<file path="src/logic/sfg_pkg.sv">
package sfg_pkg;

    // register indices; the byte address is four times the index
    localparam logic [5:0] IDX_CONV_DATA   = 6'h01;
    localparam logic [5:0] IDX_SIX_DATA    = 6'h02;
    localparam logic [5:0] IDX_TMR_DATA    = 6'h03;
    localparam logic [5:0] IDX_CONV_DIR    = 6'h05;
    localparam logic [5:0] IDX_SIX_DIR     = 6'h06;
    localparam logic [5:0] IDX_TMR_DIR     = 6'h07;

    // field positions
    localparam int CLKOUT_EN_BIT  = 7;  // enable bit inside six-bit direction
    localparam int CLKOUT_PIN_BIT = 2;  // six-bit port pin carrying the clock
    localparam int SIX_WIDTH      = 6;  // implemented bits of the six-bit port
    localparam int TMR_A_CLK_BIT  = 6;  // timer a external clock pin
    localparam int TMR_B_CLK_BIT  = 4;  // timer b external clock pin

    // converter channel numbering per port
    localparam logic [4:0] CONV_PORT_CH_BASE = 5'h00;
    localparam logic [4:0] TMR_PORT_CH_BASE  = 5'h08;
    localparam int         TMR_PORT_CH_NUM   = 7;

    // reset values
    localparam logic [7:0] DIR_RESET    = 8'h00;
    localparam logic [7:0] PIN_RESET    = 8'h00;
    localparam logic [31:0] RDATA_RESET = 32'h0000_0000;

    // prescaler code that routes the external pin to a timer
    localparam logic [2:0] PS_EXT_CLK_DEFAULT = 3'h7;

    // bus slave states
    typedef enum logic [1:0] {
        SFG_IDLE   = 2'b01,
        SFG_ANSWER = 2'b10
    } sfg_state_type;

endpackage : sfg_pkg

</file>
<file path="src/logic/sfg_ports.sv">
// Local design decision: register access over APB.
`timescale 1ns/1ps
`default_nettype none
module sfg_ports #(
    parameter logic [2:0] PS_EXT_CLK = sfg_pkg::PS_EXT_CLK_DEFAULT
) (
    // clock, reset, enable
    input  wire logic        pclk,
    input  wire logic        presetn,
    input  wire logic        pce,
    // apb slave
    input  wire logic [7:0]  paddr,
    input  wire logic        psel,
    input  wire logic        penable,
    input  wire logic        pwrite,
    input  wire logic [31:0] pwdata,
    output var  logic [31:0] prdata,
    output var  logic        pready,
    output var  logic        pslverr,
    // ownership from converter and timers
    input  wire logic [4:0]  converter_channel_select,
    input  wire logic [2:0]  timer_a_prescaler_select,
    input  wire logic [2:0]  timer_b_prescaler_select,
    // converter-shared port pins
    input  wire logic [7:0]  conv_pin_in,
    output var  logic [7:0]  conv_pin_out,
    output var  logic [7:0]  conv_pin_oe,
    // six-bit port pins
    input  wire logic [5:0]  six_pin_in,
    output var  logic [5:0]  six_pin_out,
    output var  logic [5:0]  six_pin_oe,
    // timer-shared port pins
    input  wire logic [7:0]  tmr_pin_in,
    output var  logic [7:0]  tmr_pin_out,
    output var  logic [7:0]  tmr_pin_oe
);

    localparam int NPIN = 22;

    sfg_pkg::sfg_state_type state_reg;
    logic [7:0]      conv_data_reg;
    logic [5:0]      six_data_reg;
    logic [7:0]      tmr_data_reg;
    logic [7:0]      conv_dir_reg;
    logic [5:0]      six_dir_reg;
    logic            clock_output_enable_reg;
    logic [7:0]      tmr_dir_reg;
    logic            clk_tgl_reg;
    logic [NPIN-1:0] sync1_reg;
    logic [NPIN-1:0] sync2_reg;
    logic [NPIN-1:0] sync3_reg;
    logic [NPIN-1:0] pin_reg;
    logic [7:0]      conv_own;
    logic [7:0]      tmr_own;
    logic [7:0]      conv_rd;
    logic [5:0]      six_rd;
    logic [7:0]      tmr_rd;
    logic [5:0]      idx;
    logic            do_write;
    logic            setup;
    logic            mapped;
    logic [31:0]     rdata_next;

    assign idx      = paddr[7:2];
    assign setup    = psel && !penable && (state_reg == sfg_pkg::SFG_IDLE);
    assign do_write = psel && penable && pwrite && (state_reg == sfg_pkg::SFG_ANSWER);

    // pin synchroniser; a change is taken once stages two and three agree
    always_ff @(posedge pclk or negedge presetn) begin
        if (!presetn) begin
            sync1_reg <= '0;
            sync2_reg <= '0;
            sync3_reg <= '0;
        end else if (pce) begin
            sync1_reg <= {tmr_pin_in, six_pin_in, conv_pin_in};
            sync2_reg <= sync1_reg;
            sync3_reg <= sync2_reg;
        end
    end

    genvar g;
    generate
        for (g = 0; g < NPIN; g++) begin : g_pin
            always_ff @(posedge pclk or negedge presetn) begin
                if (!presetn) begin
                    pin_reg[g] <= 1'b0;
                end else if (pce && (sync2_reg[g] == sync3_reg[g])) begin
                    pin_reg[g] <= sync3_reg[g];
                end
            end
        end
        // converter channel ownership, one comparator per pin, plus timer clock ownership on timer port pins 6 and 4; timer port pin 7 has none
        for (g = 0; g < 8; g++) begin : g_own
            assign conv_own[g] = (converter_channel_select
                                  == sfg_pkg::CONV_PORT_CH_BASE + 5'(g));
            if (g < sfg_pkg::TMR_PORT_CH_NUM) begin : g_ch
                assign tmr_own[g] = (converter_channel_select
                                     == sfg_pkg::TMR_PORT_CH_BASE + 5'(g))
                    || (g == sfg_pkg::TMR_A_CLK_BIT
                        && timer_a_prescaler_select == PS_EXT_CLK)
                    || (g == sfg_pkg::TMR_B_CLK_BIT
                        && timer_b_prescaler_select == PS_EXT_CLK);
            end else begin : g_nch
                assign tmr_own[g] = 1'b0;
            end
        end
    endgenerate

    // read values: latch when output, zero when owned input, else pin
    assign conv_rd = (conv_dir_reg & conv_data_reg)
                   | (~conv_dir_reg & ~conv_own & pin_reg[7:0]);
    assign six_rd  = (six_dir_reg & six_data_reg)
                   | (~six_dir_reg & pin_reg[13:8]);
    assign tmr_rd  = (tmr_dir_reg & tmr_data_reg)
                   | (~tmr_dir_reg & ~tmr_own & pin_reg[21:14]);

    // read mux; unused upper bits read zero
    always_comb begin
        rdata_next = sfg_pkg::RDATA_RESET;
        mapped     = 1'b1;
        case (idx)
            sfg_pkg::IDX_CONV_DATA: rdata_next[7:0] = conv_rd;
            sfg_pkg::IDX_SIX_DATA:  rdata_next[5:0] = six_rd;
            sfg_pkg::IDX_TMR_DATA:  rdata_next[7:0] = tmr_rd;
            sfg_pkg::IDX_CONV_DIR:  rdata_next[7:0] = conv_dir_reg;
            sfg_pkg::IDX_SIX_DIR: begin
                rdata_next[5:0] = six_dir_reg;
                rdata_next[sfg_pkg::CLKOUT_EN_BIT] = clock_output_enable_reg;
            end
            sfg_pkg::IDX_TMR_DIR:   rdata_next[7:0] = tmr_dir_reg;
            default:                mapped = 1'b0;
        endcase
    end

    // bus slave: no wait state, pready and read data come from flops loaded at the setup edge
    always_ff @(posedge pclk or negedge presetn) begin
        if (!presetn) begin
            state_reg <= sfg_pkg::SFG_IDLE;
            pready    <= 1'b0;
            prdata    <= sfg_pkg::RDATA_RESET;
            pslverr   <= 1'b0;
        end else if (pce) begin
            case (state_reg)
                sfg_pkg::SFG_IDLE: begin
                    if (setup) begin
                        state_reg <= sfg_pkg::SFG_ANSWER;
                        pready    <= 1'b1;
                        prdata    <= pwrite ? sfg_pkg::RDATA_RESET : rdata_next;
                        pslverr   <= !mapped;
                    end
                end
                sfg_pkg::SFG_ANSWER: begin
                    state_reg <= sfg_pkg::SFG_IDLE;
                    pready    <= 1'b0;
                    pslverr   <= 1'b0;
                end
                default: begin
                    state_reg <= sfg_pkg::SFG_IDLE;
                    pready    <= 1'b0;
                    pslverr   <= 1'b0;
                end
            endcase
        end
    end

    // data latches have no reset so a warm reset keeps output values
    always_ff @(posedge pclk) begin
        if (pce && do_write) begin
            if (idx == sfg_pkg::IDX_CONV_DATA) conv_data_reg <= pwdata[7:0];
            if (idx == sfg_pkg::IDX_SIX_DATA)  six_data_reg  <= pwdata[5:0];
            if (idx == sfg_pkg::IDX_TMR_DATA)  tmr_data_reg  <= pwdata[7:0];
        end
    end

    // direction registers, cleared so pins start as inputs
    always_ff @(posedge pclk or negedge presetn) begin
        if (!presetn) begin
            conv_dir_reg            <= sfg_pkg::DIR_RESET;
            six_dir_reg             <= sfg_pkg::DIR_RESET[5:0];
            clock_output_enable_reg <= 1'b0;
            tmr_dir_reg             <= sfg_pkg::DIR_RESET;
        end else if (pce && do_write) begin
            if (idx == sfg_pkg::IDX_CONV_DIR) conv_dir_reg <= pwdata[7:0];
            if (idx == sfg_pkg::IDX_SIX_DIR) begin
                six_dir_reg             <= pwdata[5:0];
                clock_output_enable_reg <= pwdata[sfg_pkg::CLKOUT_EN_BIT];
            end
            if (idx == sfg_pkg::IDX_TMR_DIR) tmr_dir_reg <= pwdata[7:0];
        end
    end

    // clock-out toggle; pin must come from a flop, so it runs at half rate
    always_ff @(posedge pclk or negedge presetn) begin
        if (!presetn) begin
            clk_tgl_reg <= 1'b0;
        end else if (pce) begin
            clk_tgl_reg <= clock_output_enable_reg ? !clk_tgl_reg : 1'b0;
        end
    end

    // pin drivers; a latch loaded before enabling avoids a glitch
    always_ff @(posedge pclk or negedge presetn) begin
        if (!presetn) begin
            conv_pin_out <= sfg_pkg::PIN_RESET;
            conv_pin_oe  <= sfg_pkg::PIN_RESET;
            six_pin_out  <= sfg_pkg::PIN_RESET[5:0];
            six_pin_oe   <= sfg_pkg::PIN_RESET[5:0];
            tmr_pin_out  <= sfg_pkg::PIN_RESET;
            tmr_pin_oe   <= sfg_pkg::PIN_RESET;
        end else if (pce) begin
            conv_pin_out <= conv_data_reg;
            conv_pin_oe  <= conv_dir_reg & ~conv_own;
            six_pin_out  <= six_data_reg;
            six_pin_oe   <= six_dir_reg;
            if (clock_output_enable_reg) begin
                six_pin_out[sfg_pkg::CLKOUT_PIN_BIT] <= clk_tgl_reg;
                six_pin_oe[sfg_pkg::CLKOUT_PIN_BIT]  <= 1'b1;
            end
            tmr_pin_out  <= tmr_data_reg;
            tmr_pin_oe   <= tmr_dir_reg & ~tmr_own;
        end
    end

endmodule : sfg_ports
`default_nettype wire
</file>
<file path="config.mk">
export PLATFORM = sky130hd
export DESIGN_NAME = sfg_ports
export DESIGN_NICKNAME = d
export VERILOG_FILES = /design/src/logic/sfg_pkg.sv /design/src/logic/sfg_ports.sv
export SDC_FILE = /design/constraint.sdc
export NUM_CORES = 1
export LEC_CHECK = 0
export BUFFER_PORTS_ARGS = -buffer_cell sky130_fd_sc_hd__buf_2
export CAP_MARGIN = 20
export CORE_AREA = 8 8 129 131
export CTS_BUF_LIST = sky130_fd_sc_hd__clkbuf_4
export CTS_CLUSTER_SIZE = 14
export DETAILED_ROUTE_END_ITERATION = 6
export DIE_AREA = 0 0 137 139
export GPL_TIMING_DRIVEN = 0
export PLACE_DENSITY = 0.8
export SYNTH_ARGS = -nofsm -noshare
export SYNTH_HDL_FRONTEND = slang
export SYNTH_SLANG_ARGS = --single-unit
</file>
<file path="constraint.sdc">
create_clock -name pclk -period 3.3 [get_ports pclk]
set_clock_uncertainty 0.1 [all_clocks]
set_input_delay 0.33 -clock pclk [delete_from_list [all_inputs] [get_ports pclk]]
set_output_delay 0.33 -clock pclk [all_outputs]
set_load 0.01 [all_outputs]
</file>
After elaboration in Yosys (flattened, before gate mapping)
Index checks and enable logic that the tools add are counted.
- mux-type cells: 14
- bitwise logic cells: 18
- eq/ne operators: 47
- reduce and logical (&&, ||, !) cells: 43
- operators with widths (cell ; count):
    AND 8 bit ; 8
    one-hot mux 6 bit (6 select lines) ; 1
    == test 5 x 4 -> 1 bit (second input constant) ; 7
    logical AND 1 bit ; 28
    inverter 8 bit ; 3
    == test 1 bit ; 22
    == test 5 x 3 -> 1 bit (second input constant) ; 4
    == test 6 x 3 -> 1 bit (second input constant) ; 3
    bitwise OR 8 bit ; 2
    AND reduction 2 bit ; 7
    AND 6 bit ; 2
    == test 6 x 2 -> 1 bit (second input constant) ; 2
    == test 5 x 2 -> 1 bit (second input constant) ; 2
    2-to-1 mux 1 bit ; 8
    2-to-1 mux 8 bit ; 1
    inverter 7 -> 8 bit ; 1
    == test 3 bit (second input constant) ; 2
    == test 6 x 1 -> 1 bit (second input constant) ; 1
    inverter 6 bit ; 1
    bitwise OR 6 bit ; 1
    OR reduction 6 bit ; 1
    == test 5 x 1 -> 1 bit (second input constant) ; 1
    zero test 5 bit ; 1
    one-hot mux 1 bit (5 select lines) ; 1
    8 further kinds ; 12
- input bits: 79
- output and inout port bits: 78
- flip-flop bits (word level): 214
- word-level logic and storage cells: 165

Logic depth before layout (Yosys ltp)
- depth after elaboration: 8
- gate-level depth with buffers: 8
- depth with buffers taken out: 5

Worst setup path after synthesis
Ideal clock, no wire load.
- kind: input-to-reg
- from: in paddr[3]
- to: reg six_data_reg[0] (enable)
- cell stages on the path: 4
- buffers on the path: 1
- setup time: 378 ps
- path slack: 1174 ps
- data required time: 2822 ps
- arrival: 1648 ps
- cells stage by stage: clkbuf_1 -> nand2b_1 -> nor4_2 -> nor3b_1
- longest elaborated chain between the ends: 2
- RTL lines (what ; RTL line ; text):
    start: declaration ; sfg_ports.sv:12 ; input wire logic [7:0] paddr,
    == test 6 x 2 -> 1 bit ; sfg_ports.sv:170 ; if (idx == sfg_pkg::IDX_SIX_DATA) six_data_reg <= pwdata[5:0];
    AND reduction 2 bit (no line) ; - ;
    end signal: assignment ; sfg_ports.sv:170 ;
    end: declaration ; sfg_ports.sv:42 ; logic [5:0] six_data_reg;
Every way passes these cells.
A chain may end at the register's enable or synchronous reset.

==> results.txt <==
The floorplan step defined a die boundary enclosing 19000 µm². The maximum clock rate is 0.408 GHz. The insertion delay of the later-clocked pin in the worst-skew pair came out at 0.59 ns.

The initial antenna violation count is 1. The kind of end point of the critical path is a register. The register bit count reported by yosys is 189. The commonest register cell after synthesis is dfrtp_1. The tightest min-delay check is of the in2reg type. The routability congestion estimate is 0.914. The clock buffer count from CTS is 17. In this run the clock root is driven by a clkbuf_4. Synthesis produced 657 cells.

The flow ran to the end, and the final reports show no timing, DRC or antenna violations. CTS built an H-tree with a depth of 4. The number of buffers between clock root and the deepest sink is 2. The shortest period the worst path allows is 2.45 ns. Setup violations remaining at the end of the flow were counted as 0. The share of the Yosys chip area taken by registers is 0.596. The clock drives 189 sinks. Across the run, the number of max-cap violations was 0. The number of iterations in the first detailed-routing pass is 7.

The area share of the largest cell type after synthesis is 0.511. The utilization after layout is 0.652. The cell taking the most area after synthesis is dfrtp_1. The worst IR drop on VDD is 0.286 mV. The fraction of the mapped netlist area in compound gates is 0.103. The mean instance size in the synthesized netlist came out at 12.4 µm². After synthesis, the largest family of logic cells by area is multiplexers. The largest net degree at the start of global routing is 115.

In this run the cell area of the synthesized design comes to 8120 µm². In this run the power density over the cells is 492 nW/µm². STA classifies the critical path startpoint as a register. The sum of overflow across all layers after global routing is 0. By area the synthesized netlist is led by dfrtp_1 51%, mux2_2 16%, edfxtp_1 8.1%.

The number of buffers added to fix hold violations after cts came out at 32. The floorplan die height came out at 139 µm. After clock tree synthesis, the repair step resized 0 gates.

STA puts the critical path data arrival time at 2.56 ns. The global routing usage summed across all routing layers came out at 0.226. TritonCTS built the clock tree.

The floorplan step set the die width to 137 µm. The area share of xor/xnor cells in the synthesized design is 0. The routed layout has 5949 vias. The transition time at the pin with the least slew margin is 1.02 ns.

The number of enable flip-flop cells after synthesis is 22. For the worst setup path, the data required time is 3.42 ns. The filler cells instantiated in the layout total 1165.

The number of nets still failing antenna checks after routing is 0. Headroom to the max-slew limit came out at 0.320. The average wire length per cell after detail routing is 20.3 µm. In the routed layout, each cell is associated on average with a via count of 5.73. The simple-gate share of the synthesized area came out at 0.0853. The detailed router's first-iteration violation count is 461. The total area inside the core boundary comes to 14800 µm².

The number of I/O pins came out at 157. Of all flip-flops after synthesis, the portion carrying an async set or reset was 0.884. The fraction of the mapped netlist area in adder cells is 0. The count of port buffers added during placement is 103. The via count of the first global-routing pass is 6167.

The final-stage net count is 915. The share of final-layout standard cells stronger than drive strength 1 came out at 0.337. The HPWL reported at the end of detailed placement came out at 15.4 mm. Dividing the final minimum period by the clock period gives 0.742. The clock transition at the registers of the reported paths came out at 0.15 ns. The total of warnings raised by yosys is 0.

In this run the worst path has a maximum fanout of 8. The final hold slack is 0.0512 ns. The DRC violation count after routing came out at 0. The number of setup buffers added after CTS is 0.

The number of rows created at floorplan is 45. The count of final hold-check violations is 0. The multiplexer fraction of the synthesized cell area is 0.167. For this configuration, the core starts out at a cell density of 0.551. The analysis attributes to cell leakage a power of 4.29 nW. The number of unique standard cell types used by synthesis came out at 50. The max-slew violation total from the final report is 0. Setup repair after global routing left no endpoint under its margin. The critical path is of the reg2reg type.

The final wirelength came out at 21.1 mm. Relative to the synthesized area, the layout overhead comes to 18.4%. The first global-routing pass estimated 33.1 mm of wire.
-- kinds of logic after synthesis --
group                  count (synthesis)
AO/OA/AOI/OAI                        139
flip-flops                           189
multiplexers                         121
buffers and inverters                 77
other                                  1
AND/OR/NAND/NOR                      130
-- worst max-delay path: stages (launching register included) --
cell and delay [ns]:
dfrtp_1 0.43, inv_1 0.06, or4_1 0.51, buf_2 0.19, nor2_1 0.78
-- final timing paths --
| check | start | endpoint | slack, ns | depth (start not counted) |
|---|---|---|---|---|
| worst min-delay path | psel | state_reg[0]$_DFFE_PN1P_ | 0.05 | 4 |
| worst max register to register | pready$_DFFE_PN0P_ | conv_data_reg[3]$_DFFE_PP_ | 0.85 | 4 |
| max in group asynchronous | presetn | six_pin_oe[2]$_DFFE_PN0P_ | 2.07 | 3 |
| min in group asynchronous | presetn | sync1_reg[8]$_DFFE_PN0P_ | 0.13 | 2 |
| worst min register to register | clk_tgl_reg$_DFFE_PN0P_ | clk_tgl_reg$_DFFE_PN0P_ | 0.40 | 1 |
| worst max-delay path | pready$_DFFE_PN0P_ | conv_data_reg[3]$_DFFE_PP_ | 0.85 | 4 |
-- placed cells by master (no fill, tap or decap), drive strengths merged, types with 3 or more instances in the layout --
cell         count
o21a             4
nand2b          31
nand2           26
clkinv           8
dlygate4sd3     32
dfrtp          166
inv             18
or3              4
o311ai           3
o211ai           8
o22ai            4
mux2i            5
clkbuf          50
buf            133
bufinv           3
o2111ai          3
conb            24
a21oi           51
nor2b            7
nand3b           3
o21ai           43
a222oi           5
nand3            5
nor3             5
mux2           116
edfxtp          22
nor2            36
-- routing by layer --
metal	track usage	routed length [µm]
met4	0.107	727
met1	0.280	8310
met2	0.356	10200
met5	0	0
met3	0.0638	1830
-- where the power goes --
group	total, W	leakage (nW)	internal (W)	switching (W)
sequential	0.00277	2.29	0.00257	0.000200
clock	0.00129	0.157	0.000533	0.000756
combinational	0.000667	1.85	0.000333	0.000334
-- through the flow --
stage                     cells  setup slack [ns]  area (µm²)  setup TNS, ns  total power (W)
after detailed placement    972             0.488        9000              0          0.00345
after floorplan             680              1.17        8210              0          0.00316
after global routing       1039             0.778        9620              0          0.00494
after CTS                  1036             0.785        9610              0          0.00475
final                      1039             0.852        9620              0          0.00473
after global placement      971            -0.615        8960        -100.08          0.00339
-- Yosys cell counts (all sizes together), types with 3 or more instances --
library cell,number
buf,28
nor3,5
o211ai,8
nand3b,3
o21ai,43
dfrtp,166
mux2,116
nand3,5
o2111ai,3
a222oi,5
edfxtp,22
o311ai,3
nor2b,7
inv,18
clkbuf,31
o21a,4
or3,4
nand2b,31
a21oi,51
o22ai,4
nor2,36
mux2i,5
nand2,26
-- area by class of cell --
cell class / count / area, µm² / area share
flip-flops and latches: 189 / 4840 / 0.503
multi-input cells: 414 / 2980 / 0.310
repair buffers: 137 / 878 / 0.0913
plain buffers: 59 / 322 / 0.0334
well taps: 188 / 235 / 0.0244
clock inverters: 13 / 150 / 0.0156
clock buffers: 19 / 143 / 0.0148
inverters: 18 / 67.6 / 0.00702
diodes: 2 / 5.00 / 0.000520
(Power assumes the default switching activity.)
